$ cat config.mk
export PLATFORM = sky130hd
export DESIGN_NAME = quadrature_preset_counter
export DESIGN_NICKNAME = d
export VERILOG_FILES = /design/src/rtl/input_filter.v /design/src/rtl/quadrature_preset_counter.v
export VERILOG_INCLUDE_DIRS = /design/src /design/src/rtl
export SDC_FILE = /design/constraint.sdc
export NUM_CORES = 1
export LEC_CHECK = 0
export BUFFER_PORTS_ARGS = -buffer_cell sky130_fd_sc_hd__buf_2
export CORE_MARGIN = 1
export CORE_UTILIZATION = 56
export DETAILED_ROUTE_END_ITERATION = 10
export MAX_ROUTING_LAYER = met4
export PLACE_DENSITY = 0.88
export SLEW_MARGIN = 10
export SYNTH_ARGS = -nofsm -noshare
export SYNTH_HDL_FRONTEND = slang
export SYNTH_SLANG_ARGS = --single-unit
$ cat constraint.sdc
create_clock -name core_clk_i -period 5.71 [get_ports core_clk_i]
set_clock_uncertainty 0.05 [all_clocks]
set_input_delay 1.142 -clock core_clk_i [delete_from_list [all_inputs] [get_ports core_clk_i]]
set_output_delay 1.142 -clock core_clk_i [all_outputs]
set_load 0.01 [all_outputs]
$ cat src/rtl/quad_counter_consts.vh
`ifndef QUAD_COUNTER_CONSTS_VH
`define QUAD_COUNTER_CONSTS_VH

// Accumulator and preset width.
`define ACC_W        16
// Output pattern and mask width.
`define OUT_W        16
// Filter delay field width, in enable ticks.
`define FILT_W       8
// Filter tick period in nanoseconds and the clock period.
`define TICK_NS      1000
`define CLK_NS       8
`define ACC_ZERO     16'h0000
`define ACC_ONE      16'h0001
`define FILT_ZERO    8'h00

`endif

$ cat src/rtl/input_filter.v
`include "quad_counter_consts.vh"

// Passes a level through only after it has held for the set number of ticks.
module input_filter
(
    // Clock and reset
    input  wire                core_clk_i,
    input  wire                rst_i,
    // Filter timing
    input  wire                tick_i,
    input  wire [`FILT_W-1:0]  delay_i,
    // Signal
    input  wire                raw_i,
    output reg                 clean_o
);

    reg [`FILT_W-1:0] cnt_q;

    always @(posedge core_clk_i or posedge rst_i)
    begin
        if (rst_i)
        begin
            cnt_q   <= `FILT_ZERO;
            clean_o <= 1'b0;
        end
        else if (raw_i == clean_o)
        begin
            cnt_q <= `FILT_ZERO;
        end
        else if (cnt_q >= delay_i)
        begin
            clean_o <= raw_i;
            cnt_q   <= `FILT_ZERO;
        end
        else if (tick_i)
        begin
            cnt_q <= cnt_q + 1'b1;
        end
    end

endmodule // input_filter

$ cat src/rtl/quadrature_preset_counter.v
`include "quad_counter_consts.vh"

// What this block does
// Count up or down from A/B phase.
// Zero accumulator on reset input or command.
// Hold input suspends counting.
// Reaching high preset drives high pattern.
// Reaching low preset drives low pattern.
// Interrupt only on transition onto preset.
// Low preset hit flag records cause.
// High preset hit flag recorded separately.
// Program may force low interrupt via 1-then-0.
// Program loads parameters, mask, then enables.
// Program writes parameters on first scan.
// Adjustable filters on A, B, reset, hold.
// Presets relative to last reset zero point.
// Patterns drive only mask-selected outputs.
// Counter disabled each run entry until enabled.
// Acknowledge clears each preset hit flag.
module quadrature_preset_counter
#(
    parameter TICK_CYC = (`TICK_NS + `CLK_NS - 1) / `CLK_NS
)
(
    // Clock and reset
    input  wire                core_clk_i,
    input  wire                rst_i,
    // Encoder side
    input  wire                enc_a_i,
    input  wire                enc_b_i,
    input  wire                ext_reset_i,
    input  wire                ext_hold_i,
    // Filter delays in ticks
    input  wire [`FILT_W-1:0]  filt_a_i,
    input  wire [`FILT_W-1:0]  filt_b_i,
    input  wire [`FILT_W-1:0]  filt_rst_i,
    input  wire [`FILT_W-1:0]  filt_hold_i,
    // Program control
    input  wire                run_entry_i,
    input  wire                enable_instr_i,
    input  wire                load_outputs_instr_i,
    input  wire                clear_instr_i,
    input  wire                acc_write_instr_i,
    input  wire [`ACC_W-1:0]   acc_write_val_i,
    input  wire                ack_low_i,
    input  wire                ack_high_i,
    // Parameters
    input  wire [`ACC_W-1:0]   high_preset_i,
    input  wire [`ACC_W-1:0]   low_preset_i,
    input  wire [`OUT_W-1:0]   out_mask_i,
    input  wire [`OUT_W-1:0]   high_pattern_i,
    input  wire [`OUT_W-1:0]   low_pattern_i,
    input  wire [`OUT_W-1:0]   prog_out_i,
    // Status and outputs
    output reg  [`ACC_W-1:0]   acc_o,
    output reg                 enabled_o,
    output reg                 low_preset_hit_flag_o,
    output reg                 high_preset_hit_flag_o,
    output reg                 irq_o,
    output reg  [`OUT_W-1:0]   out_o
);

    localparam TC_W = 16;
    localparam integer    TICK_LAST_I = TICK_CYC - 1;
    localparam [TC_W-1:0] TICK_LAST   = TICK_LAST_I[TC_W-1:0];

    reg  [TC_W-1:0]    tick_cnt_q;
    reg                tick_q;
    reg                a_q;
    reg                b_q;
    reg  [`OUT_W-1:0]  mask_q;
    reg  [`OUT_W-1:0]  hpat_q;
    reg  [`OUT_W-1:0]  lpat_q;
    reg  [`OUT_W-1:0]  hw_out_q;
    reg  [`ACC_W-1:0]  acc_d;
    reg                step_up;
    reg                step_dn;
    wire [`ACC_W-1:0]  acc_q;
    wire               a_f;
    wire               b_f;
    wire               rst_f;
    wire               hold_f;

    assign acc_q = acc_o;

    // Divider giving the filter time base.
    always @(posedge core_clk_i or posedge rst_i)
    begin
        if (rst_i)
        begin
            tick_cnt_q <= {TC_W{1'b0}};
            tick_q     <= 1'b0;
        end
        else if (tick_cnt_q == TICK_LAST)
        begin
            tick_cnt_q <= {TC_W{1'b0}};
            tick_q     <= 1'b1;
        end
        else
        begin
            tick_cnt_q <= tick_cnt_q + 1'b1;
            tick_q     <= 1'b0;
        end
    end

    input_filter u_filt_a (
        .core_clk_i (core_clk_i),
        .rst_i      (rst_i),
        .tick_i     (tick_q),
        .delay_i    (filt_a_i),
        .raw_i      (enc_a_i),
        .clean_o    (a_f)
    );
    input_filter u_filt_b (
        .core_clk_i (core_clk_i),
        .rst_i      (rst_i),
        .tick_i     (tick_q),
        .delay_i    (filt_b_i),
        .raw_i      (enc_b_i),
        .clean_o    (b_f)
    );
    input_filter u_filt_r (
        .core_clk_i (core_clk_i),
        .rst_i      (rst_i),
        .tick_i     (tick_q),
        .delay_i    (filt_rst_i),
        .raw_i      (ext_reset_i),
        .clean_o    (rst_f)
    );
    input_filter u_filt_h (
        .core_clk_i (core_clk_i),
        .rst_i      (rst_i),
        .tick_i     (tick_q),
        .delay_i    (filt_hold_i),
        .raw_i      (ext_hold_i),
        .clean_o    (hold_f)
    );

    // Full x4 quadrature decode and next accumulator value.
    always @*
    begin
        step_up = 1'b0;
        step_dn = 1'b0;
        if ((a_f != a_q) ^ (b_f != b_q))
        begin
            step_up = (a_f ^ b_q);
            step_dn = ~(a_f ^ b_q);
        end
        acc_d = acc_q;
        if (clear_instr_i || rst_f)
            acc_d = `ACC_ZERO;
        else if (acc_write_instr_i)
            acc_d = acc_write_val_i;
        else if (enabled_o && !hold_f && step_up)
            acc_d = acc_q + `ACC_ONE;
        else if (enabled_o && !hold_f && step_dn)
            acc_d = acc_q - `ACC_ONE;
    end

    always @(posedge core_clk_i or posedge rst_i)
    begin
        if (rst_i)
        begin
            a_q                    <= 1'b0;
            b_q                    <= 1'b0;
            acc_o                  <= `ACC_ZERO;
            enabled_o              <= 1'b0;
            low_preset_hit_flag_o  <= 1'b0;
            high_preset_hit_flag_o <= 1'b0;
            irq_o                  <= 1'b0;
            mask_q                 <= {`OUT_W{1'b0}};
            hpat_q                 <= {`OUT_W{1'b0}};
            lpat_q                 <= {`OUT_W{1'b0}};
            hw_out_q               <= {`OUT_W{1'b0}};
            out_o                  <= {`OUT_W{1'b0}};
        end
        else
        begin
            a_q      <= a_f;
            b_q      <= b_f;
            acc_o    <= acc_d;
            if (run_entry_i)
                enabled_o <= 1'b0;
            else if (enable_instr_i)
                enabled_o <= 1'b1;
            if (load_outputs_instr_i)
            begin
                mask_q <= out_mask_i;
                hpat_q <= high_pattern_i;
                lpat_q <= low_pattern_i;
            end
            // Hits count only when the value changes onto a preset; set wins.
            if (acc_d != acc_q && acc_d == high_preset_i)
            begin
                high_preset_hit_flag_o <= 1'b1;
                hw_out_q               <= hpat_q;
            end
            else if (ack_high_i)
                high_preset_hit_flag_o <= 1'b0;
            if (acc_d != acc_q && acc_d == low_preset_i)
            begin
                low_preset_hit_flag_o <= 1'b1;
                hw_out_q              <= lpat_q;
            end
            else if (ack_low_i)
                low_preset_hit_flag_o <= 1'b0;
            irq_o <= low_preset_hit_flag_o | high_preset_hit_flag_o;
            out_o <= (hw_out_q & mask_q) | (prog_out_i & ~mask_q);
        end
    end

endmodule // quadrature_preset_counter

==> metrics.txt <==
RSZ-0062 raised after global routing no; family with the most delay on the worst path simple AND/OR/NAND/NOR gates; leading area contributor after synthesis dfrtp_1; CTS Root Cell clkbuf_16; CTS hold repair buffers 0; Die Wd 132.0 um; Slew @ Worst Pin ~1.1 ns; largest family of logic cells by synthesized area simple AND/OR/NAND/NOR gates; CTS Sinks 155; Bufs on Longest Clock Path 2; Post-Synth XOR/XNOR Area 0.06857; pin count of the biggest net entering global routing 113; Max IR drop VDD 0.2632 mV; GPL Wtd Cong 1.038; Synth Area in Simple Gates 0.1580; Synth Cell Area between 9000 and 10000 um^2; Max Fclk 216.7 MHz; Critical Path End hw_out_q[15]; CP cell instances inv_1 -> ha_1 -> or3b_1 -> or4_1 -> o22ai_2 -> xor2_1 -> o32a_1 -> nand4_1 -> or4_4 -> nor3_4 -> buf_4 -> mux2_2; cell count after synthesis 942; Post-Syn Nets 1139; post-synthesis mux area share 0.1411; Final Cycle Share 0.8083; clk_lat worst skew 0.42 ns; slew margin rel. 0.2675; # DRC 0; Placed Cells 1324; final setup TNS 0 ns; cell count along the critical path 12; Fillers 1272; Max stage delay cell, worst path or4_4; Power Dens Cells roughly 270 nW/um^2; initial antenna violation count 0; buffer and inverter count on the worst path 2; FF-to-FF setup slack ~1.1 ns; number of distinct library cells after synthesis 76; vias per std cell 6.013; vias in the first global route approximately 8200; post-CTS resize count 0; Lkg Pwr 5.536 nW; total of max-cap violations 0; Nets 1320; Worst EP arrival 4.87 ns; Post-synth top flop dfrtp_1; GRT overflow 0; status complete, no violations; adder-cell share of the synthesized area 0.05285; # Post-CTS Setup Buffers 0; DP Area 10620 um^2; CTS buffer count 17; DP Worst Slack between 1 and 1.5 ns; Worst Path Max Fanout 17; largest cells by area after synthesis dfrtp_1 41%, mux2_2 10%, ha_1 5.3%, nor2_1 3.7%, xor2_1 3.1%; Seq cells post-synth ~160; Post-synth ARST share 1.000; die height 132.0 um; CTS tree yes; critical path class flop to flop; area grow syn2layout 18.40%; final WL approximately 26 mm; fin crit period 4.615 ns; # IOs 193; fraction of layout instances using a drive strength above 1 0.3081; R2R Path Start acc_o[0]; slowest stage delay, CP 0.59 ns; worst reg2reg path depth 12; IO buf count 192; worst setup path startpoint acc_o[0]; PnR Total Power 3.008 mW; Compound-Gate Fraction of Synth Area 0.1280; Hold Fails Final Rpt 0; Die ar. between 15000 and 20000 um^2; Starting Density 0.5731; CP Launch Type flop; yosys warns 0; final core utilization 0.6786; via count 8153; number of iterations in the first detailed-routing pass 8; Reg clk slew, reported paths approximately 0.070 ns; gr usage total 0.3182; non-filler cells, final ~1400; row count 47; core area 16520 um^2; Final Cell Area 11210 um^2; critical path endpoint category flop; HPWL after DPL 18.69 mm; Crit Reg-Reg Endpoint hw_out_q[15]; Avg Cell Area, Syn 10.05 um^2; final worst setup slack 1.095 ns; max-slew violations 0; Wirelength per Cell 19.24 um; Detail Route Antenna Nets 0; Initial DRC Count 775; Yosys top cell area share 0.4096; commonest non-fill, non-tap cell in the layout buf_2; Crit path required time 5.97 ns; final setup fails 0; Antenna Cells 0; worst min-delay path class flop to flop; EDFF count, synth 0; most frequent cells in the layout 192 x buf_2, 155 x dfrtp_1, 94 x nor2_1, 87 x mux2_2, 62 x inv_1; sequential fraction of the synthesis area 0.4096; H-tree depth 4; hold_ws 0.4335 ns; global-route wire length before repair 42.13 mm
## worst register-to-register path, cell delays in order (launching register included)
cell and delay [ns]:
dfrtp_1 0.55, inv_1 0.25, ha_1 0.21, or3b_1 0.39, or4_1 0.52, o22ai_2 0.30, xor2_1 0.47, o32a_1 0.21
nand4_1 0.10, or4_4 0.59, nor3_4 0.14, buf_4 0.33, mux2_2 0.40
## per-layer routing
metal | part of all wire | GRT usage
met5 | 0 | -
met4 | 0.034 | 0.1195
met3 | 0.081 | 0.06536
met2 | 0.48 | 0.5156
met1 | 0.41 | 0.3930
## flip-flops by register name (all words and copies together), names as in the netlist, 8 cells and up
register	cells
u_filt_a.cnt_q	8
u_filt_h.cnt_q	8
tick_cnt_q	16
acc_o	16
u_filt_b.cnt_q	8
hw_out_q	16
u_filt_r.cnt_q	8
lpat_q	16
hpat_q	16
mask_q	16
out_o	16
## kinds of logic after synthesis
family / Yosys count
flops: 155
mux: 117
fa+ha+maj: 40
xor+xnor: 69
buf+inv: 102
compound gates: 168
simple gates: 291
## Yosys cell counts (all sizes together), types with 7 or more instances
cell       n
a21o      26
ha        40
mux2     105
o22ai     15
a21oi     25
nand2     55
o21ai     25
inv       63
dfrtp    155
mux2i     12
xor2      35
a22oi      9
nand4     23
nor3      14
nor4      17
nand2b    21
nand3     23
a31oi     10
clkbuf    26
or4        7
xnor2     34
and3       9
buf       13
o2111ai    8
nor2      94
## worst min path at each step
stage | from | to | slack [ns] | cells after the start
after floorplan | tick_cnt_q[15] | tick_cnt_q[15] | 0.40 | 1
after global placement | tick_cnt_q[15] | tick_cnt_q[15] | 0.42 | 1
after detailed placement | tick_cnt_q[15] | tick_cnt_q[15] | 0.42 | 1
after CTS | tick_cnt_q[15] | tick_cnt_q[15] | 0.43 | 1
after global routing | tick_cnt_q[15] | tick_cnt_q[15] | 0.46 | 1
final | tick_cnt_q[15] | tick_cnt_q[15] | 0.43 | 1
## final cells by class
| class | instances | area, um^2 | share of cell area |
|---|---|---|---|
| Clock buffer | 17 | 425.4 | 0.03794 |
| Sequential cell | 155 | 3879 | 0.3459 |
| Timing Repair Buffer | 201 | 1028 | 0.09172 |
| Inverter | 63 | 241.5 | 0.02154 |
| Multi-Input combinational cell | 685 | 5195 | 0.4633 |
| Clock inverter | 15 | 168.9 | 0.01506 |
| Tap cell | 220 | 275.3 | 0.02455 |
## where the power goes
group,leakage (nW),internal [mW],total [mW],switching [mW]
clock,0.287,0.588,1.12,0.532
sequential,2.01,1.16,1.25,0.0841
combinational,3.24,0.264,0.641,0.378
Note: power is estimated with default switching activity, not from simulation.
